$ cat config.mk
export PLATFORM = sky130hd
export DESIGN_NAME = usbppc_top
export DESIGN_NICKNAME = d
export VERILOG_FILES = /design/src/common/usbppc_pkg.sv /design/src/hdl/usbppc_filter.sv /design/src/hdl/usbppc_top.sv
export SDC_FILE = /design/constraint.sdc
export NUM_CORES = 1
export LEC_CHECK = 0
export ABC_CLOCK_PERIOD_IN_PS = 4100
export BUFFER_PORTS_ARGS = -buffer_cell sky130_fd_sc_hd__buf_2
export CORE_ASPECT_RATIO = 1.1
export CORE_MARGIN = 2
export CORE_UTILIZATION = 30
export CTS_CLUSTER_SIZE = 16
export DETAILED_ROUTE_END_ITERATION = 12
export HOLD_SLACK_MARGIN = 0.06
export SLEW_MARGIN = 20
export SYNTH_ARGS = -nofsm -noshare
export SYNTH_HDL_FRONTEND = slang
export SYNTH_SLANG_ARGS = --single-unit
$ cat constraint.sdc
create_clock -name clk -period 4.1 [get_ports clk]
set_input_delay 0.41 -clock clk [delete_from_list [all_inputs] [get_ports clk]]
set_output_delay 0.41 -clock clk [all_outputs]
set_load 0.03 [all_outputs]
$ cat src/common/usbppc_pkg.sv
// Constants and types shared by the USB PHY power control slice
package usbppc_pkg;
   // Register byte offsets
   localparam logic [11:0] OFS_POWER_SIGNAL = 12'h03c;
   localparam logic [11:0] OFS_PHY_CONTROL = 12'h040;
   localparam logic [11:0] OFS_IRQ_STATUS = 12'h044;
   localparam logic [11:0] OFS_IRQ_MASK = 12'h048;
   localparam logic [11:0] OFS_PHY_STATUS = 12'h04c;
   // Power signalling fields
   localparam int PS_DATA_POS = 0;
   localparam int PS_DATA_W = 8;
   localparam int PS_VALID_POS = 8;
   // PHY control fields
   localparam int PC_CONF_POS = 4;
   localparam int PC_CONF_W = 3;
   localparam int PC_AUTO_POS = 7;
   localparam int PC_FLT_POS = 8;
   localparam int PC_FLT_W = 4;
   localparam int PC_RESUME_POS = 12;
   localparam int PC_RESET_POS = 13;
   localparam int PC_PDDIS_POS = 18;
   // Interrupt status and mask fields
   localparam int IRQ_W = 2;
   localparam int IRQ_RESUME_POS = 0;
   localparam int IRQ_RESET_POS = 1;
   // Filtered line state and suspend fields in the PHY status register
   localparam int ST_LINE_POS = 0;
   localparam int ST_SUSP_POS = 2;
   // Line state encodings and the idle value after reset
   localparam logic [1:0] LS_SE0 = 2'h0;
   localparam logic [1:0] LS_J = 2'h1;
   localparam logic [1:0] LS_K = 2'h2;
   localparam logic [1:0] LS_RESET = LS_J;
   // Suspend controller states, Gray coded along run, idle, wake
   typedef enum logic [1:0] {
      SUSP_RUN = 2'h0,
      SUSP_IDLE = 2'h1,
      SUSP_WAKE = 2'h3
   } usbppc_susp_type;
endpackage : usbppc_pkg

$ cat src/hdl/usbppc_filter.sv
// Line state synchroniser and change filter
`timescale 1ns/100ps
module usbppc_filter #(
   parameter int CNT_W = 16
) (
   // Clock and reset
   input wire logic clk,
   input wire logic reset,
   // Raw line state from the PHY pins
   input wire logic [1:0] lineRaw,
   // Log-2 filter length
   input wire logic [3:0] log2Len,
   // Filtered line state
   output logic [1:0] lineFilt
);
   typedef struct packed {
      logic [1:0] sync1;
      logic [1:0] sync2;
      logic [1:0] cand;
      logic [1:0] filt;
      logic [CNT_W-1:0] cnt;
   } usbppc_flt_type;

   usbppc_flt_type s_q;
   usbppc_flt_type s_d;
   logic [CNT_W-1:0] target;
   // Idle line level for every stage after reset
   localparam logic [1:0] LS_RESET_C = usbppc_pkg::LS_RESET;

   assign target = CNT_W'(1) << log2Len;
   assign lineFilt = s_q.filt;

   always_comb
   begin
      s_d = s_q;
      s_d.sync1 = lineRaw;
      s_d.sync2 = s_q.sync1;
      // Any new value restarts the stability count
      if (s_q.sync2 != s_q.cand)
      begin
         s_d.cand = s_q.sync2;
         s_d.cnt = CNT_W'(1);
      end
      else if (s_q.cand != s_q.filt)
      begin
         if (s_q.cnt >= target)
            s_d.filt = s_q.cand;
         else
            s_d.cnt = s_q.cnt + CNT_W'(1);
      end
   end

   always_ff @(posedge clk or posedge reset)
   begin
      if (reset)
         s_q <= '{sync1: LS_RESET_C, sync2: LS_RESET_C, cand: LS_RESET_C,
                  filt: LS_RESET_C, cnt: '0};
      else
         s_q <= s_d;
   end

   chk_filter_delay: assert property (@(posedge clk)
      disable iff (reset)
      (s_q.cand != s_q.filt && s_q.sync2 == s_q.cand && s_q.cnt >= target)
      |=> lineFilt == $past(s_q.cand))
      else $error("filtered line state did not follow after delay");

   chk_filter_hold: assert property (@(posedge clk)
      disable iff (reset)
      (s_q.cnt < target && $stable(log2Len)) |=> $stable(lineFilt))
      else $error("filtered line state changed too early");
endmodule : usbppc_filter

$ cat src/hdl/usbppc_top.sv
// APB register slice for USB PHY power control and suspend resume
`timescale 1ns/100ps
module usbppc_top #(
   parameter int ADDR_W = 12
) (
   // Clock and reset
   input wire logic clk,
   input wire logic reset,
   // APB slave
   input wire logic psel,
   input wire logic penable,
   input wire logic pwrite,
   input wire logic [ADDR_W-1:0] paddr,
   input wire logic [31:0] pwdata,
   output logic [31:0] prdata,
   output logic pready,
   output logic pslverr,
   // PHY side
   input wire logic [1:0] lineState,
   output logic [2:0] transceiverConfigPins,
   output logic widePortFirstPdEn,
   output logic widePortSecondPdEn,
   output logic phySuspend_n,
   // Interface unit side
   input wire logic suspendReq,
   output logic resumeDone,
   output logic [7:0] powerSignalData,
   output logic powerSignalValid,
   output logic [1:0] lineStateFilt,
   output logic irq
);
   typedef struct packed {
      logic [7:0] psData;
      logic psValid;
      logic pdDis;
      logic rstCause;
      logic resCause;
      logic [3:0] fltLog;
      logic autoRes;
      logic [2:0] conf;
      logic [1:0] irqSt;
      logic [1:0] irqMask;
      usbppc_pkg::usbppc_susp_type st;
      logic wideEn1;
      logic wideEn2;
      logic suspN;
      logic resume;
      logic irq;
      logic pready;
      logic pslverr;
      logic [31:0] prdata;
   } usbppc_state_type;

   usbppc_state_type s_q;
   usbppc_state_type s_d;
   logic [1:0] filt;
   logic wrEn;
   logic accDone;
   logic wakeSe0;
   logic wakeK;

   // Matches a byte address against a register offset
   function automatic logic hit(input logic [ADDR_W-1:0] a,
                                input logic [11:0] ofs);
      hit = (a == ADDR_W'(ofs));
   endfunction : hit

   // Reads one bit of write data at a field position
   function automatic logic wbit(input logic [31:0] d, input int pos);
      wbit = d[pos];
   endfunction : wbit

   usbppc_filter #(
      .CNT_W(16)
   ) u_filter (
      .clk(clk),
      .reset(reset),
      .lineRaw(lineState),
      .log2Len(s_q.fltLog),
      .lineFilt(filt)
   );

   // Access phase ends on the second cycle, so pready is a flop
   assign accDone = psel & penable & s_q.pready;
   assign wrEn = accDone & pwrite;
   // Only the controller's own wake from idle counts as an auto-resume
   assign wakeSe0 = (s_q.st == usbppc_pkg::SUSP_IDLE) & s_q.autoRes
                    & (filt == usbppc_pkg::LS_SE0);
   assign wakeK = (s_q.st == usbppc_pkg::SUSP_IDLE) & s_q.autoRes
                  & (filt == usbppc_pkg::LS_K);

   always_comb
   begin
      s_d = s_q;
      s_d.resume = 1'b0;
      // Register writes
      if (wrEn && hit(paddr, usbppc_pkg::OFS_POWER_SIGNAL))
      begin
         s_d.psData = pwdata[usbppc_pkg::PS_DATA_POS +:
                             usbppc_pkg::PS_DATA_W];
         s_d.psValid = wbit(pwdata, usbppc_pkg::PS_VALID_POS);
      end
      if (wrEn && hit(paddr, usbppc_pkg::OFS_PHY_CONTROL))
      begin
         s_d.pdDis = wbit(pwdata, usbppc_pkg::PC_PDDIS_POS);
         s_d.rstCause = wbit(pwdata, usbppc_pkg::PC_RESET_POS);
         s_d.resCause = wbit(pwdata, usbppc_pkg::PC_RESUME_POS);
         s_d.fltLog = pwdata[usbppc_pkg::PC_FLT_POS +:
                             usbppc_pkg::PC_FLT_W];
         s_d.autoRes = wbit(pwdata, usbppc_pkg::PC_AUTO_POS);
         s_d.conf = pwdata[usbppc_pkg::PC_CONF_POS +:
                           usbppc_pkg::PC_CONF_W];
      end
      if (wrEn && hit(paddr, usbppc_pkg::OFS_IRQ_STATUS))
         s_d.irqSt = s_q.irqSt & ~pwdata[usbppc_pkg::IRQ_W-1:0];
      if (wrEn && hit(paddr, usbppc_pkg::OFS_IRQ_MASK))
         s_d.irqMask = pwdata[usbppc_pkg::IRQ_W-1:0];

      // Suspend controller
      case (s_q.st)
         usbppc_pkg::SUSP_RUN:
         begin
            if (suspendReq)
               s_d.st = usbppc_pkg::SUSP_IDLE;
         end
         usbppc_pkg::SUSP_IDLE:
         begin
            // With auto-resume off, software watches the line and
            // the interface unit drops the request itself
            if (wakeSe0 || wakeK)
            begin
               s_d.st = usbppc_pkg::SUSP_WAKE;
               s_d.resume = 1'b1;
            end
            else if (!suspendReq)
               s_d.st = usbppc_pkg::SUSP_RUN;
         end
         usbppc_pkg::SUSP_WAKE:
         begin
            if (!suspendReq)
               s_d.st = usbppc_pkg::SUSP_RUN;
         end
         default:
            s_d.st = usbppc_pkg::SUSP_RUN;
      endcase

      // Hardware sets win over a software clear in the same cycle
      if (wakeSe0)
      begin
         s_d.rstCause = 1'b1;
         s_d.irqSt[usbppc_pkg::IRQ_RESET_POS] = 1'b1;
      end
      if (wakeK)
      begin
         s_d.resCause = 1'b1;
         s_d.irqSt[usbppc_pkg::IRQ_RESUME_POS] = 1'b1;
      end

      // Outputs follow the next register values so they stay flops
      s_d.wideEn1 = ~s_d.pdDis;
      s_d.wideEn2 = ~s_d.pdDis;
      s_d.suspN = (s_d.st == usbppc_pkg::SUSP_RUN);
      s_d.irq = |(s_d.irqSt & s_d.irqMask);

      // APB answer one cycle into the access phase
      s_d.pready = psel & penable & ~s_q.pready;
      s_d.pslverr = 1'b0;
      s_d.prdata = '0;
      if (psel && penable && !s_q.pready && !pwrite)
      begin
         if (hit(paddr, usbppc_pkg::OFS_POWER_SIGNAL))
            s_d.prdata = (32'(s_q.psData) << usbppc_pkg::PS_DATA_POS)
               | (32'(s_q.psValid) << usbppc_pkg::PS_VALID_POS);
         else if (hit(paddr, usbppc_pkg::OFS_PHY_CONTROL))
            s_d.prdata = (32'(s_q.pdDis) << usbppc_pkg::PC_PDDIS_POS)
               | (32'(s_q.rstCause) << usbppc_pkg::PC_RESET_POS)
               | (32'(s_q.resCause) << usbppc_pkg::PC_RESUME_POS)
               | (32'(s_q.fltLog) << usbppc_pkg::PC_FLT_POS)
               | (32'(s_q.autoRes) << usbppc_pkg::PC_AUTO_POS)
               | (32'(s_q.conf) << usbppc_pkg::PC_CONF_POS);
         else if (hit(paddr, usbppc_pkg::OFS_IRQ_STATUS))
            s_d.prdata = 32'(s_q.irqSt);
         else if (hit(paddr, usbppc_pkg::OFS_IRQ_MASK))
            s_d.prdata = 32'(s_q.irqMask);
         else if (hit(paddr, usbppc_pkg::OFS_PHY_STATUS))
            s_d.prdata = (32'(filt) << usbppc_pkg::ST_LINE_POS)
               | (32'(~s_q.suspN) << usbppc_pkg::ST_SUSP_POS);
         else
            s_d.pslverr = 1'b1;
      end
      else if (psel && penable && !s_q.pready)
      begin
         // Writes to unmapped addresses are flagged and dropped
         s_d.pslverr = ~(hit(paddr, usbppc_pkg::OFS_POWER_SIGNAL)
            | hit(paddr, usbppc_pkg::OFS_PHY_CONTROL)
            | hit(paddr, usbppc_pkg::OFS_IRQ_STATUS)
            | hit(paddr, usbppc_pkg::OFS_IRQ_MASK)
            | hit(paddr, usbppc_pkg::OFS_PHY_STATUS));
      end
   end

   always_ff @(posedge clk or posedge reset)
   begin
      if (reset)
      begin
         s_q <= '0;
         s_q.st <= usbppc_pkg::SUSP_RUN;
         s_q.wideEn1 <= 1'b1;
         s_q.wideEn2 <= 1'b1;
         s_q.suspN <= 1'b1;
      end
      else
         s_q <= s_d;
   end

   assign prdata = s_q.prdata;
   assign pready = s_q.pready;
   assign pslverr = s_q.pslverr;
   assign transceiverConfigPins = s_q.conf;
   assign widePortFirstPdEn = s_q.wideEn1;
   assign widePortSecondPdEn = s_q.wideEn2;
   assign phySuspend_n = s_q.suspN;
   assign resumeDone = s_q.resume;
   assign powerSignalData = s_q.psData;
   assign powerSignalValid = s_q.psValid;
   assign lineStateFilt = filt;
   assign irq = s_q.irq;

   chk_power_write: assert property (@(posedge clk)
      disable iff (reset)
      (wrEn && hit(paddr, usbppc_pkg::OFS_POWER_SIGNAL))
      |=> powerSignalData == $past(pwdata[7:0])
          && powerSignalValid == $past(pwdata[8]))
      else $error("power signalling write not stored");

   chk_pulldown_ctrl: assert property (@(posedge clk)
      disable iff (reset)
      (wrEn && hit(paddr, usbppc_pkg::OFS_PHY_CONTROL))
      |=> widePortFirstPdEn == !$past(pwdata[18])
          && widePortSecondPdEn == !$past(pwdata[18]))
      else $error("pulldown enables do not follow control bit");

   chk_reset_cause: assert property (@(posedge clk)
      disable iff (reset)
      wakeSe0 |=> s_q.rstCause && s_q.st == usbppc_pkg::SUSP_WAKE
                  ##1 resumeDone == 1'b0)
      else $error("SE0 auto-resume did not set reset cause");

   chk_reset_sticky: assert property (@(posedge clk)
      disable iff (reset)
      (s_q.rstCause && !wrEn) |=> s_q.rstCause)
      else $error("reset cause cleared without a write");

   chk_resume_cause: assert property (@(posedge clk)
      disable iff (reset)
      wakeK |=> s_q.resCause && resumeDone && !phySuspend_n)
      else $error("K auto-resume did not set resume cause");

   chk_resume_sticky: assert property (@(posedge clk)
      disable iff (reset)
      (s_q.resCause && !wrEn) |=> s_q.resCause)
      else $error("resume cause cleared without a write");

   chk_manual_resume: assert property (@(posedge clk)
      disable iff (reset)
      (s_q.st == usbppc_pkg::SUSP_IDLE && !s_q.autoRes)
      |=> !resumeDone && s_q.st != usbppc_pkg::SUSP_WAKE)
      else $error("auto-resume ran while disabled");

   // Written from the line codes, not from the wake terms above
   chk_auto_wake: assert property (@(posedge clk)
      disable iff (reset)
      (s_q.st == usbppc_pkg::SUSP_IDLE && s_q.autoRes
       && (filt == usbppc_pkg::LS_SE0 || filt == usbppc_pkg::LS_K))
      |=> resumeDone)
      else $error("auto-resume did not fire on wake signalling");

   chk_config_pins: assert property (@(posedge clk)
      disable iff (reset)
      (wrEn && hit(paddr, usbppc_pkg::OFS_PHY_CONTROL))
      |=> transceiverConfigPins == $past(pwdata[6:4]))
      else $error("config pins do not follow control bits");

   chk_filter_field: assert property (@(posedge clk)
      disable iff (reset)
      (wrEn && hit(paddr, usbppc_pkg::OFS_PHY_CONTROL))
      |=> s_q.fltLog == $past(pwdata[11:8]))
      else $error("filter length field not stored");

   chk_cause_origin: assert property (@(posedge clk)
      disable iff (reset)
      ($rose(s_q.rstCause) || $rose(s_q.resCause))
      |-> $past(s_q.st) == usbppc_pkg::SUSP_IDLE
          || $past(wrEn))
      else $error("cause flag set without auto-resume");

   chk_reserved_zero: assert property (@(posedge clk)
      disable iff (reset)
      (pready && hit(paddr, usbppc_pkg::OFS_PHY_CONTROL))
      |-> prdata[31:19] == '0 && prdata[17:14] == '0
          && prdata[3:0] == '0)
      else $error("reserved control bits read as one");

   chk_ready_pulse: assert property (@(posedge clk)
      disable iff (reset)
      pready |=> !pready)
      else $error("ready stood for more than one cycle");

   chk_irq_level: assert property (@(posedge clk)
      disable iff (reset)
      $past(!wrEn) && |(s_q.irqSt & s_q.irqMask) |-> irq)
      else $error("interrupt low while unmasked status set");
endmodule : usbppc_top

* Word-level counts from Yosys, hierarchy flattened *
Cells that the tools add are included.

cells by class
  $add $sub $neg = 1
  magnitude comparators = 1
  equal/unequal tests = 11
  shifts and indexed selects = 1
  mux-type cells = 29
  bitwise logic cells = 26
  reductions and logical operators = 19

operators with widths
  operator               count
  $mux 32                6
  $eq 12x7->1 const B    4
  $mux 16                3
  $or 2x32->32           1
  $not 1->30             1
  $or 19x12->19          1
  $or 19x13->19          1
  $or 19x14->19          1
  $or 19x7->19           1
  $or 19x8->19           1
  $add 16x1->16 const B  1
  $ge 16x16->1           1
  $shl 1x4->16 const A   1
  $mux 1                 13
  $eq 12x6->1 const B    1
  $mux 11                1
  $mux 2                 5
  $or 8x9->9             1
  $and 1x1->1            7
  $logic_and 1x1->1      7
  $logic_not 2->1        3
  $pmux 2 s3             1
  $reduce_bool 2->1      3
  $and 2x2->2            2
  other kinds (12)       21

word-level totals
  register bits after elaboration = 88
  input bits = 52
  output and inout port bits = 53
  word-level logic and storage cells = 111

* Depth between registers and ports, before layout *
Gate-level depths: netlist (run 1).

  word-level depth = 8
  depth in mapped cells = 11
  mapped depth without buffers = 8

* Modules after synthesis *
From an unflattened synthesis (run 1), not the netlist that was laid out.

unflattened totals
  cells, all modules = 393
  area, all modules = 3983.8 um^2

modules (own cells, without submodules)
  module         times used  cells each  area an instance (um^2)  seq. area each (um^2)
  usbppc_top     1           222         2392.3                   1203.7
  usbppc_filter  1           171         1591.5                   605.6

* Worst setup path before layout (run 1) *
Ideal clock, no wire load.

  kind = flip-flop to flip-flop
  start = register s_q[49] in the netlist's numbering
  end = register u_filter.s_q[2] in the netlist's numbering
  setup time = 0.078 ns
  data arrival time = 2.604 ns
  data required time = 4.022 ns
  setup slack = 1.418 ns
  cell stages (with the launch flop) = 10
  buffers on the path = 2
  period minus slack after synthesis = 2.682 ns
  cell sequence = dfrtp_1 > clkbuf_1 > nor4_1 > ha_1 > nand2b_1 > a2111o_1 > a32o_1 > buf_2 > or4_1 > a21oi_1

on the way
  cells in the longest elaborated chain, start to end = 4

RTL lines
  element                            RTL line             source
  from (decl)                        usbppc_top.sv:54     usbppc_state_type s_q;
  $shl 1x4->16                       usbppc_filter.sv:30  assign target = CNT_W'(1) << log2Len;
  $ge 16x16->1                       usbppc_filter.sv:46  if (s_q.cnt >= target)
  $ne 2x1->1 (no source line)        n/a
  $reduce_and 2->1 (no source line)  n/a
  to (signal assigned)               usbppc_filter.sv:56  s_q <= '{sync1: LS_RESET_C, sync2: LS_RESET_C, cand: LS_RESET_C,
  to (decl)                          usbppc_filter.sv:24  usbppc_flt_type s_q;

No other way between the ends.
A chain may end at the register's enable or synchronous reset.

* Worst setup path after layout (run 1) *
  start = register s_q[49] in the netlist's numbering
  end = register u_filter.s_q[8] in the netlist's numbering

Same word-level chain as after synthesis.

==> metrics.txt, run 1 <==
# TYPE chip_impl_metric gauge
chip_impl_metric{name="cp.arrival",unit="ps"} 3420
chip_impl_info{name="layout.cells.most_common",value="buf_2"} 1
chip_impl_metric{name="detail_route.vias_per_cell",unit=""} 5.133
chip_impl_metric{name="report.final.hold_viol_count",unit=""} 0
chip_impl_info{name="hold_class",value="input port to flip-flop"} 1
chip_impl_metric{name="fp-row-count",unit=""} 44
chip_impl_metric{name="report.final.setup_viol",unit=""} 0
chip_impl_metric{name="power.net_switching",unit="µW"} 397.3
chip_impl_metric{name="clkTransAtPathRegs",unit="ps"} 60
chip_impl_metric{name="setup-tns-final",unit="ps"} 0
chip_impl_metric{name="antenna_found_initial",unit=""} 0
chip_impl_metric{name="grt_remaining_overflow",unit=""} 0
chip_impl_metric{name="ys.warnings.count",unit=""} 0
chip_impl_metric{name="stdcell_count",unit=""} 587
chip_impl_metric{name="wl_met2",unit="mm"} 4.365
chip_impl_metric{name="dr.pass1.iters",unit=""} 5
chip_impl_metric{name="fin_worst_skew",unit="ps"} 8.970
chip_impl_info{name="top_layer_used",value="met4"} 1
chip_impl_metric{name="num_vias",unit=""} 3013
chip_impl_metric{name="numCtsBuffers",unit=""} 9
chip_impl_metric{name="postLayoutCoreUtil",unit="%"} 34.69
chip_impl_metric{name="die-area",unit="µm²"} 14170
chip_impl_metric{name="post_cts_resized",unit=""} 0
chip_impl_metric{name="final_period_minus_worst_setup_slack",unit="ps"} 3166
chip_impl_metric{name="design.final.nets",unit=""} 490
chip_impl_info{name="cts.root.buffer_cell",value="clkbuf_16"} 1
chip_impl_metric{name="totalWireLength",unit="mm"} 8.832
chip_impl_info{name="layout.cells.most_common_list",value="buf_2 (87), dfrtp_1 (66), nand2_1 (23), nand3_1 (23), nor2_1 (22)"} 1
chip_impl_metric{name="ant_nets",unit=""} 0
chip_impl_metric{name="start_util",unit="%"} 30.42
chip_impl_metric{name="post-dp-hpwl",unit="mm"} 6.378
chip_impl_metric{name="sequentialPowerShare",unit="%"} 43.0
chip_impl_info{name="synth_ff_type",value="dfrtp_1"} 1
chip_impl_metric{name="required",unit="ps"} 4360
chip_impl_metric{name="reg2reg_depth",unit=""} 8
chip_impl_metric{name="combPwrFrac",unit="%"} 7.0
chip_impl_metric{name="clock_tree.buffer_depth",unit=""} 2
chip_impl_metric{name="number_of_buffers_added_to_fix_hold_violations_after_cts",unit=""} 0
chip_impl_metric{name="path_max_fanout",unit=""} 18
chip_impl_metric{name="antenna_cells",unit=""} 0
chip_impl_metric{name="chipHeight",unit="µm"} 124.6
chip_impl_metric{name="internal_power",unit="mW"} 1.316
chip_impl_metric{name="number_of_global_route_vias_before_repair",unit=""} 2974
chip_impl_metric{name="netlist.area_leader.share",unit="%"} 41.61
chip_impl_metric{name="pwr_density_cell",unit="nW/µm²"} 378.5
chip_impl_info{name="outcome",value="finished, final reports clean"} 1
chip_impl_info{name="synth_area_leaders",value="dfrtp_1 (42%), buf_4 (8.7%), ha_1 (5.4%)"} 1
chip_impl_metric{name="pin_count",unit=""} 105
chip_impl_metric{name="max_h_tree_level",unit=""} 3
chip_impl_metric{name="die_w",unit="µm"} 113.7
chip_impl_metric{name="gpl.final_weighted_congestion",unit=""} 0.8604
chip_impl_metric{name="postSynthRegisterBits",unit=""} 72
chip_impl_metric{name="detail_route.wl_per_cell",unit="µm"} 15.05
chip_impl_metric{name="design.core.area",unit="µm²"} 13050
chip_impl_metric{name="ys_types",unit=""} 54
chip_impl_info{name="endpoint_kind",value="flip-flop"} 1
chip_impl_metric{name="synthArstFlopShare",unit="%"} 100.0
chip_impl_metric{name="syn-mean-instance-area",unit="µm²"} 10.28
chip_impl_info{name="criticalPathCategory",value="flip-flop to flip-flop"} 1
chip_impl_metric{name="wl_met3",unit="µm"} 348
chip_impl_metric{name="netlist_instances",unit=""} 386
chip_impl_metric{name="tightestPinTransition",unit="ps"} 869.7
chip_impl_metric{name="finalMaxSlewViolations",unit=""} 0
chip_impl_metric{name="achievable-frequency",unit="MHz"} 315.8
chip_impl_info{name="grt_setup_unrepaired",value="no"} 1
chip_impl_metric{name="max_cap_viol_count",unit=""} 0
chip_impl_metric{name="min_delay_path_depth",unit=""} 1
chip_impl_info{name="crit_path_start_kind",value="flip-flop"} 1
chip_impl_metric{name="cts.repair_timing.setup_buffer_count",unit=""} 0
chip_impl_metric{name="synth.yosys.seq_area_share",unit="%"} 45.59
chip_impl_metric{name="num-fill-cells",unit=""} 1277
chip_impl_info{name="tritoncts",value="yes"} 1
chip_impl_metric{name="largest_net_degree_at_the_start_of_global_routing",unit=""} 51
chip_impl_metric{name="port-buffer-count",unit=""} 87
chip_impl_metric{name="synth_edf_count",unit=""} 0
chip_impl_metric{name="clock_power_share",unit="%"} 50.0
chip_impl_metric{name="drt_iter0_drc",unit=""} 135
chip_impl_metric{name="hold_ws",unit="ps"} 170.8
chip_impl_info{name="synth_largest_area_cell",value="dfrtp_1"} 1
chip_impl_metric{name="vdd.ir_drop.worst",unit="µV"} 188.1
chip_impl_metric{name="layout-drive-gt1-share",unit="%"} 31.22
chip_impl_metric{name="synthToLayoutAreaGrowth",unit="%"} 14.03
chip_impl_metric{name="timing.max_slew.rel_slack",unit="%"} 42.02
chip_impl_metric{name="grt_use_total",unit="%"} 12.89
chip_impl_metric{name="fin_crit_sh",unit="%"} 77.23
chip_impl_metric{name="wl_met1",unit="mm"} 3.900
chip_impl_metric{name="clock_insertion_delay_worst_skew",unit="ps"} 340
chip_impl_metric{name="tritoncts_num_sinks",unit=""} 72
chip_impl_metric{name="synth_cell_area",unit="µm²"} 3969
chip_impl_metric{name="switching_share",unit="%"} 23.19
chip_impl_metric{name="static-leakage-power",unit="nW"} 2.159
chip_impl_metric{name="post-route-drc-count",unit=""} 0
chip_impl_metric{name="synth_nets",unit=""} 455
chip_impl_metric{name="post_placement_cell_count",unit=""} 571
chip_impl_metric{name="grt_pass1_wl",unit="mm"} 14.65
-- cell type report --
type | count | area (µm²) | share of cell area (%)
well taps | 161 | 201.4 | 4.451
flip-flops and latches | 72 | 1809 | 39.98
clock buffers | 10 | 239.0 | 5.281
clock inverters | 6 | 90.09 | 1.991
inverters | 10 | 38.79 | 0.8571
repair buffers | 90 | 457.9 | 10.12
multi-input cells | 238 | 1689 | 37.32
-- registers in the layout, indices dropped and copies added, names as in the netlist, 2 cells and up --
signal,cells
u_filter.s_q,20
prdata,16
s_q,14
powerSignalData,8
transceiverConfigPins,3
u_filter.lineFilt,2
u_filter.s_d,2
-- Yosys cell counts, types with 2 or more instances --
master and n:
a2111o_1 2, a21oi_1 20, a221oi_1 5, a22o_1 2, a22oi_1 2, and2_1 3
and3_1 2, and4_1 3, buf_2 4, buf_4 46, clkbuf_1 14, dfrtp_1 66
dfstp_2 6, ha_1 17, inv_1 10, mux2_1 6, mux2_2 16, mux2i_1 3
nand2_1 23, nand2b_1 3, nand3_1 23, nand4_1 9, nor2_1 22, nor2b_1 7
nor4_1 4, nor4bb_1 2, o21a_1 7, o21ai_0 6, o31ai_1 13, or3_1 2
or4_1 13, xnor2_1 2, xor2_1 2
-- per-stage QoR --
stage | power [mW] | cell area (µm²) | worst slack, ps
global placement | 0.8668 | 4195 | 1069
floorplan | 0.8298 | 3969 | 1418
CTS | 1.736 | 4524 | 977.5
global route | 1.773 | 4526 | 816.9
finish | 1.713 | 4526 | 933.7
detailed placement | 0.8706 | 4195 | 1000
-- critical path, cell delays in order (launching register included) --
cell	delay, ps
dfrtp_1	530
nor2b_1	380
nand3_1	130
ha_1	330
a211oi_1	240
nor2_1	100
a2111o_1	640
or4_1	560
a21oi_1	170
-- logic make-up (layout without fill, tap and decap cells) --
| group | count (synthesis) | after routing | share of synthesized area (%) |
|---|---|---|---|
| and+or+nand+nor | 124 | 124 | 17.18 |
| buffers and inverters | 76 | 116 | 11.85 |
| DFF | 72 | 72 | 45.59 |
| AOI/OAI and AO/OA | 68 | 68 | 12.14 |
| muxes | 25 | 25 | 6.999 |
| adders and majority gates | 17 | 17 | 5.359 |
| xor gates and xnor gates | 4 | 4 | 0.8829 |
-- power by group through the flow --
stage | Combinational (mW) | Clock, mW | Sequential (mW)
after detailed placement | 0.121 | 0 | 0.750
final | 0.120 | 0.857 | 0.736
after floorplan | 0.0807 | 0 | 0.749
after CTS | 0.121 | 0.878 | 0.737
after global placement | 0.118 | 0 | 0.749
after global routing | 0.132 | 0.903 | 0.738
-- worst paths after layout --
| path | startpoint | slack, ps | to |
|---|---|---|---|
| setup / recovery | s_q[49]$_DFFE_PP0P_ | 930 | u_filter.s_q[8]$_DFFE_PP0P_ |
| hold / removal | lineState[0] | 170 | u_filter.s_d[20]$_DFF_PP1_ |
| setup reg to reg | s_q[49]$_DFFE_PP0P_ | 930 | u_filter.s_q[8]$_DFFE_PP0P_ |
| hold reg to reg | u_filter.s_d[21]$_DFF_PP0_ | 350 | u_filter.s_q[21]$_DFF_PP0_ |
| max in group asynchronous | reset | 3040 | phySuspend_n$_DFF_PP1_ |
| min in group asynchronous | reset | 220 | u_filter.s_q[6]$_DFFE_PP0P_ |
-- per-layer routing --
metal	global-route usage (%)	vias to the layer above
met1	16.97	1493
met3	1.752	16
met2	20.96	70
li1	-	1434
met5	0	-
met4	5.954	0
Note: power is estimated with default switching activity, not from simulation.
==> inputs of run 2 (changes only) <==
ABC_CLOCK_PERIOD_IN_PS = 3200   (was 4100)
clock period = 3.2 ns   (was 4.1 ns; I/O delays follow)
==> metrics.txt, run 2 (synthesis gave the netlist of run 1 again) <==
# TYPE chip_impl_metric gauge
chip_impl_info{name="outcome",value="finished, final reports clean"} 1
chip_impl_metric{name="gpl.final_weighted_congestion",unit=""} 0.8639
chip_impl_metric{name="grt_remaining_overflow",unit=""} 0
chip_impl_metric{name="final-seq-area",unit="µm²"} 1809
chip_impl_metric{name="tritoncts_num_sinks",unit=""} 72
chip_impl_metric{name="final_period_minus_worst_setup_slack",unit="ps"} 2936
chip_impl_info{name="registers.top_by_ff_count",value="u_filter.s_q"} 1
chip_impl_metric{name="die-area",unit="µm²"} 14170
chip_impl_info{name="timing.critical_path.cells",value="buf_4, nor2b_1, nand3_1, ha_1, o21ai_0, nor2_1, a2111o_2, or4_1, a21oi_1"} 1
chip_impl_metric{name="totalWireLength",unit="mm"} 8.821
chip_impl_metric{name="finalMaxSlewViolations",unit=""} 0
chip_impl_metric{name="antenna_cells",unit=""} 0
chip_impl_metric{name="ant_nets",unit=""} 0
chip_impl_metric{name="num_vias",unit=""} 2945
chip_impl_metric{name="num-fill-cells",unit=""} 1270
chip_impl_metric{name="static-leakage-power",unit="nW"} 2.206
chip_impl_metric{name="flip_flop_count_of_the_largest_register_all_copies_and_words_added",unit=""} 20
chip_impl_metric{name="achievable-frequency",unit="MHz"} 340.6
chip_impl_metric{name="internal_power",unit="mW"} 1.760
chip_impl_metric{name="die_w",unit="µm"} 113.7
chip_impl_info{name="criticalPathCategory",value="flip-flop to flip-flop"} 1
chip_impl_metric{name="port-buffer-count",unit=""} 87
chip_impl_metric{name="synthToLayoutAreaGrowth",unit="%"} 16.30
chip_impl_metric{name="dr.pass1.iters",unit=""} 4
chip_impl_metric{name="setup-tns-final",unit="ps"} 0
chip_impl_info{name="crit_path_start_kind",value="flip-flop"} 1
chip_impl_metric{name="clock_insertion_delay_worst_skew",unit="ps"} 340
chip_impl_info{name="grt_setup_unrepaired",value="no"} 1
chip_impl_info{name="layout.cells.most_common_list",value="buf_2 (87), dfrtp_1 (66), nand2_1 (23), nand3_1 (23), nor2_1 (22)"} 1
chip_impl_metric{name="cp_slowest_stage_delay",unit="ps"} 590
chip_impl_metric{name="design.core.area",unit="µm²"} 13050
chip_impl_metric{name="post-dp-hpwl",unit="mm"} 6.344
chip_impl_info{name="layout.cells.most_common",value="buf_2"} 1
chip_impl_metric{name="chipHeight",unit="µm"} 124.6
chip_impl_metric{name="switching_share",unit="%"} 23.52
chip_impl_metric{name="clkTransAtPathRegs",unit="ps"} 60
chip_impl_metric{name="start_util",unit="%"} 30.42
chip_impl_metric{name="fp-row-count",unit=""} 44
chip_impl_metric{name="clock_tree.buffer_depth",unit=""} 2
chip_impl_metric{name="clock_power_share",unit="%"} 52.1
chip_impl_info{name="cts.root.buffer_cell",value="clkbuf_16"} 1
chip_impl_metric{name="dp_slack",unit="ps"} 209.6
chip_impl_metric{name="fin_ws",unit="ps"} 263.7
chip_impl_metric{name="combPwrFrac",unit="%"} 6.9
chip_impl_metric{name="grt_pass1_wl",unit="mm"} 14.66
chip_impl_metric{name="detail_route.vias_per_cell",unit=""} 4.958
chip_impl_info{name="tritoncts",value="yes"} 1
chip_impl_info{name="hold_class",value="input port to flip-flop"} 1
chip_impl_metric{name="number_of_global_route_vias_before_repair",unit=""} 2885
chip_impl_info{name="endpoint_kind",value="flip-flop"} 1
chip_impl_metric{name="vdd.ir_drop.worst",unit="µV"} 229.6
chip_impl_metric{name="layout-drive-gt1-share",unit="%"} 32.33
chip_impl_metric{name="pin_count",unit=""} 105
chip_impl_metric{name="numCtsBuffers",unit=""} 9
chip_impl_metric{name="design.final.nets",unit=""} 497
chip_impl_metric{name="fin_crit_sh",unit="%"} 91.76
chip_impl_metric{name="detail_route.wl_per_cell",unit="µm"} 14.85
chip_impl_metric{name="cp.arrival",unit="ps"} 3200
chip_impl_metric{name="tightestPinTransition",unit="ps"} 692.9
chip_impl_metric{name="largest_net_degree_at_the_start_of_global_routing",unit=""} 69
chip_impl_metric{name="max_h_tree_level",unit=""} 3
chip_impl_metric{name="post-route-drc-count",unit=""} 0
chip_impl_metric{name="required",unit="ps"} 3460
chip_impl_metric{name="drt_iter0_drc",unit=""} 157
chip_impl_metric{name="power.net_switching",unit="µW"} 541.2
chip_impl_metric{name="timing.max_slew.rel_slack",unit="%"} 53.18
chip_impl_metric{name="total_area_of_multi_input_combinational_cells",unit="µm²"} 1690
chip_impl_info{name="cpMaxStageDelayCell",value="a2111o_2"} 1
chip_impl_metric{name="report.final.setup_viol",unit=""} 0
chip_impl_metric{name="grt_use_total",unit="%"} 13.07
chip_impl_metric{name="postLayoutCoreUtil",unit="%"} 35.38
chip_impl_metric{name="fin_worst_skew",unit="ps"} 6.626
chip_impl_metric{name="sequentialPowerShare",unit="%"} 41.0
chip_impl_metric{name="pwr_density_cell",unit="nW/µm²"} 498.5
chip_impl_metric{name="antenna_found_initial",unit=""} 0
chip_impl_metric{name="max_cap_viol_count",unit=""} 0
chip_impl_metric{name="report.final.hold_viol_count",unit=""} 0
chip_impl_metric{name="path_max_fanout",unit=""} 18
[run 2: cell types whose count changed in the layout (fill, tap and decap cells not counted)]
cell / delta
dlygate4sd3_1: +1
a2111o_2: +1
a2111o_1: -1
clkinv_2: -2
clkbuf_8: -1
buf_4: +5
inv_6: +1
clkinv_4: -1
buf_12: +1
bufinv_16: +1
inv_8: +1
inv_2: +1
[run 2: worst max-delay path: cells and delay by family, from the launching register on]
| family | cells | cell delay (ps) |
|---|---|---|
| simple gates | 4 | 1000 |
| buf+inv | 1 | 170 |
| flops | 1 | 440 |
| fa+ha+maj | 1 | 320 |
| compound gates | 3 | 920 |
[run 2: final cells by class]
class | instances | area share, %
Sequential cell | 72 | 39.20
Multi-Input combinational cell | 238 | 36.62
Timing Repair Buffer | 97 | 11.39
Clock buffer | 9 | 4.879
Tap cell | 161 | 4.364
Clock inverter | 7 | 2.738
Inverter | 10 | 0.8132
[run 2: worst paths after layout]
| kind | endpoint | slack, ps | cells after the start | from |
|---|---|---|---|---|
| max in group asynchronous | widePortSecondPdEn$_DFF_PP1_ | 2190 | 4 | reset |
| min reg2reg | u_filter.s_q[21]$_DFF_PP0_ | 350 | 0 | u_filter.s_d[21]$_DFF_PP0_ |
| max reg2reg | u_filter.s_q[8]$_DFFE_PP0P_ | 260 | 9 | s_q[49]$_DFFE_PP0P_ |
| max | u_filter.s_q[8]$_DFFE_PP0P_ | 260 | 9 | s_q[49]$_DFFE_PP0P_ |
| min | u_filter.s_d[20]$_DFF_PP1_ | 80 | 1 | lineState[0] |
| min in group asynchronous | u_filter.s_d[21]$_DFF_PP0_ | 410 | 3 | reset |
[run 2: metrics by stage]
stage	total power [mW]	instance area (µm²)	std cells	hold WS [ps]
after floorplan	1.063	3969	386	324.5
after global placement	1.118	4253	577	212.0
final	2.301	4616	594	79.51
after CTS	2.323	4614	594	69.68
after global routing	2.385	4616	594	74.82
after detailed placement	1.122	4253	577	212.8
[run 2: power groups by stage]
stage	Clock, mW	Sequential [mW]	Combinational (mW)
finish	1.20	0.943	0.160
global route	1.26	0.946	0.177
CTS	1.22	0.944	0.162
detailed placement	0	0.961	0.161
global placement	0	0.960	0.158
floorplan	0	0.960	0.103
[run 2: timing repair]
item	4_1_cts	5_1_grt
setup endpoints to repair	0	6
hold endpoints to repair	4	0
gates resized for setup	0	1
setup buffers	0	0
hold buffers	1	0
[run 2: layer usage]
metal  wire length, µm  global-route usage, %
met4               202                  6.241
met1              4074                  17.33
met5                 0                      0
met2              4297                  20.75
met3               246                  2.092
==> inputs of run 3 (changes only) <==
PLACE_DENSITY = 0.53   (was not set)
==> metrics.txt, run 3 (synthesis gave the netlist of run 1 again) <==
# TYPE chip_impl_metric gauge
chip_impl_metric{name="clock_power_share",unit="%"} 48.4
chip_impl_metric{name="gpl.final_weighted_congestion",unit=""} 0.8742
chip_impl_metric{name="min_delay_path_depth",unit=""} 1
chip_impl_metric{name="drt_iter0_drc",unit=""} 91
chip_impl_metric{name="clock_tree.buffer_depth",unit=""} 2
chip_impl_info{name="crit_path_start_kind",value="flip-flop"} 1
chip_impl_metric{name="tritoncts_num_sinks",unit=""} 72
chip_impl_metric{name="max_h_tree_level",unit=""} 3
chip_impl_metric{name="internal_power",unit="mW"} 1.599
chip_impl_metric{name="post-dp-hpwl",unit="mm"} 6.709
chip_impl_metric{name="port-buffer-count",unit=""} 87
chip_impl_metric{name="max_cap_viol_count",unit=""} 0
chip_impl_metric{name="detail_route.wl_per_cell",unit="µm"} 15.06
chip_impl_metric{name="achievable-frequency",unit="MHz"} 337.3
chip_impl_info{name="outcome",value="finished, final reports clean"} 1
chip_impl_metric{name="fin_crit_sh",unit="%"} 92.65
chip_impl_metric{name="die-area",unit="µm²"} 14170
chip_impl_metric{name="synthToLayoutAreaGrowth",unit="%"} 15.45
chip_impl_metric{name="antenna_found_initial",unit=""} 0
chip_impl_metric{name="grt_remaining_overflow",unit=""} 0
chip_impl_info{name="cts.root.buffer_cell",value="clkbuf_16"} 1
chip_impl_info{name="criticalPathCategory",value="flip-flop to flip-flop"} 1
chip_impl_metric{name="fp-row-count",unit=""} 44
chip_impl_metric{name="cp.arrival",unit="ps"} 3230
chip_impl_info{name="tritoncts",value="yes"} 1
chip_impl_metric{name="path_max_fanout",unit=""} 18
chip_impl_metric{name="vdd.ir_drop.worst",unit="µV"} 221.7
chip_impl_metric{name="chipHeight",unit="µm"} 124.6
chip_impl_info{name="endpoint_kind",value="flip-flop"} 1
chip_impl_metric{name="antenna_cells",unit=""} 0
chip_impl_metric{name="design.final.nets",unit=""} 499
chip_impl_metric{name="power.net_switching",unit="µW"} 535.2
chip_impl_metric{name="dr.pass1.iters",unit=""} 4
chip_impl_metric{name="grt_pass1_wl",unit="mm"} 14.51
chip_impl_metric{name="die_w",unit="µm"} 113.7
chip_impl_info{name="layout.cells.most_common_list",value="buf_2 (87), dfrtp_1 (66), nand2_1 (23), nand3_1 (23), nor2_1 (22)"} 1
chip_impl_metric{name="rrSetupSlack",unit="ps"} 240
chip_impl_metric{name="required",unit="ps"} 3460
chip_impl_metric{name="finalMaxSlewViolations",unit=""} 0
chip_impl_metric{name="largest_net_degree_at_the_start_of_global_routing",unit=""} 37
chip_impl_info{name="grt_setup_unrepaired",value="no"} 1
chip_impl_info{name="hold_class",value="input port to flip-flop"} 1
chip_impl_metric{name="detail_route.vias_per_cell",unit=""} 4.980
chip_impl_metric{name="post-route-drc-count",unit=""} 0
chip_impl_metric{name="design.core.area",unit="µm²"} 13050
chip_impl_metric{name="ant_nets",unit=""} 0
chip_impl_metric{name="timing.max_slew.rel_slack",unit="%"} 46.79
chip_impl_metric{name="pin_count",unit=""} 105
chip_impl_metric{name="numCtsBuffers",unit=""} 9
chip_impl_metric{name="totalWireLength",unit="mm"} 8.975
chip_impl_metric{name="fin_worst_skew",unit="ps"} 8.210
chip_impl_metric{name="clock_insertion_delay_worst_skew",unit="ps"} 340
chip_impl_metric{name="layout-drive-gt1-share",unit="%"} 33.33
chip_impl_metric{name="clkTransAtPathRegs",unit="ps"} 70
chip_impl_metric{name="final_period_minus_worst_setup_slack",unit="ps"} 2965
chip_impl_info{name="layout.cells.most_common",value="buf_2"} 1
chip_impl_metric{name="tightestPinTransition",unit="ps"} 787.4
chip_impl_metric{name="number_of_global_route_vias_before_repair",unit=""} 2851
chip_impl_metric{name="static-leakage-power",unit="nW"} 2.194
chip_impl_metric{name="postLayoutCoreUtil",unit="%"} 35.12
chip_impl_metric{name="report.final.hold_viol_count",unit=""} 0
chip_impl_metric{name="num_vias",unit=""} 2968
chip_impl_info{name="registers.top_by_ff_count",value="u_filter.s_q"} 1
chip_impl_metric{name="report.final.setup_viol",unit=""} 0
chip_impl_metric{name="switching_share",unit="%"} 25.07
chip_impl_metric{name="setup-tns-final",unit="ps"} 0
chip_impl_metric{name="start_util",unit="%"} 30.42
chip_impl_metric{name="grt_use_total",unit="%"} 12.99
chip_impl_metric{name="flip_flop_count_of_the_largest_register_all_copies_and_words_added",unit=""} 20
chip_impl_metric{name="combPwrFrac",unit="%"} 7.4
chip_impl_metric{name="reg2reg_depth",unit=""} 9
chip_impl_metric{name="sequentialPowerShare",unit="%"} 44.2
chip_impl_metric{name="pwr_density_cell",unit="nW/µm²"} 465.9
-- run 3: layout make-up --
cell class | instances | area (µm²)
Timing Repair Buffer | 99 | 528.0
Clock buffer | 9 | 225.2
Clock inverter | 7 | 80.08
Fill cell | 1309 | 8466
Multi-Input combinational cell | 238 | 1700
Tap cell | 161 | 201.4
Inverter | 10 | 37.54
Sequential cell | 72 | 1809
-- run 3: critical path, stage by stage, from the launching register on --
cell and delay [ps]:
dfrtp_1 460, buf_4 180, nor2b_1 290, nand2_1 120
ha_1 290, nand2_1 80, o21ai_0 140, a2111o_2 640
or4_1 520, a21oi_1 150
-- run 3: timing repair --
item | CTS | global route
resized for setup | 0 | 4
hold endpoints to repair | 14 | 0
setup endpoints to repair | 0 | 15
hold buffers | 1 | 0
buffers inserted | 0 | 0
-- run 3: path summary, 6_finish.rpt --
kind                                       startpoint                             end
max                               s_q[50]$_DFFE_PP0P_    u_filter.s_q[10]$_DFFE_PP0P_
min                                      lineState[0]      u_filter.s_d[20]$_DFF_PP1_
max reg2reg                       s_q[50]$_DFFE_PP0P_    u_filter.s_q[10]$_DFFE_PP0P_
min reg2reg                u_filter.s_d[21]$_DFF_PP0_      u_filter.s_q[21]$_DFF_PP0_
max in group asynchronous                       reset    widePortSecondPdEn$_DFF_PP1_
min in group asynchronous                       reset  powerSignalData[0]$_DFFE_PP0P_
-- run 3: routing by layer --
metal	vias to the layer above	share of wire, %	global-route usage [%]
met1	1451	47	17.76
li1	1448	-	-
met5	-	0	0
met2	54	47	19.94
met3	15	3.3	2.336
met4	0	2.2	6.026
-- run 3: power by group through the flow --
stage / Combinational (mW) / Sequential, mW / Clock [mW]
finish: 0.158 / 0.944 / 1.03
global route: 0.175 / 0.946 / 1.10
CTS: 0.160 / 0.946 / 1.05
detailed placement: 0.159 / 0.962 / 0
global placement: 0.157 / 0.960 / 0
floorplan: 0.103 / 0.960 / 0
-- run 3: per-stage QoR --
step                      cell area [µm²]  instances  worst slack [ps]  hold slack [ps]  power [mW]
after floorplan                      3969        386             517.8            324.5       1.063
after global placement               4255        579             192.7            304.1       1.117
after detailed placement             4255        579             118.5            305.9       1.121
after CTS                            4571        596             109.0            70.10       2.158
after global routing                 4582        596             33.86            71.99       2.221
final                                4582        596             235.1            79.97       2.135
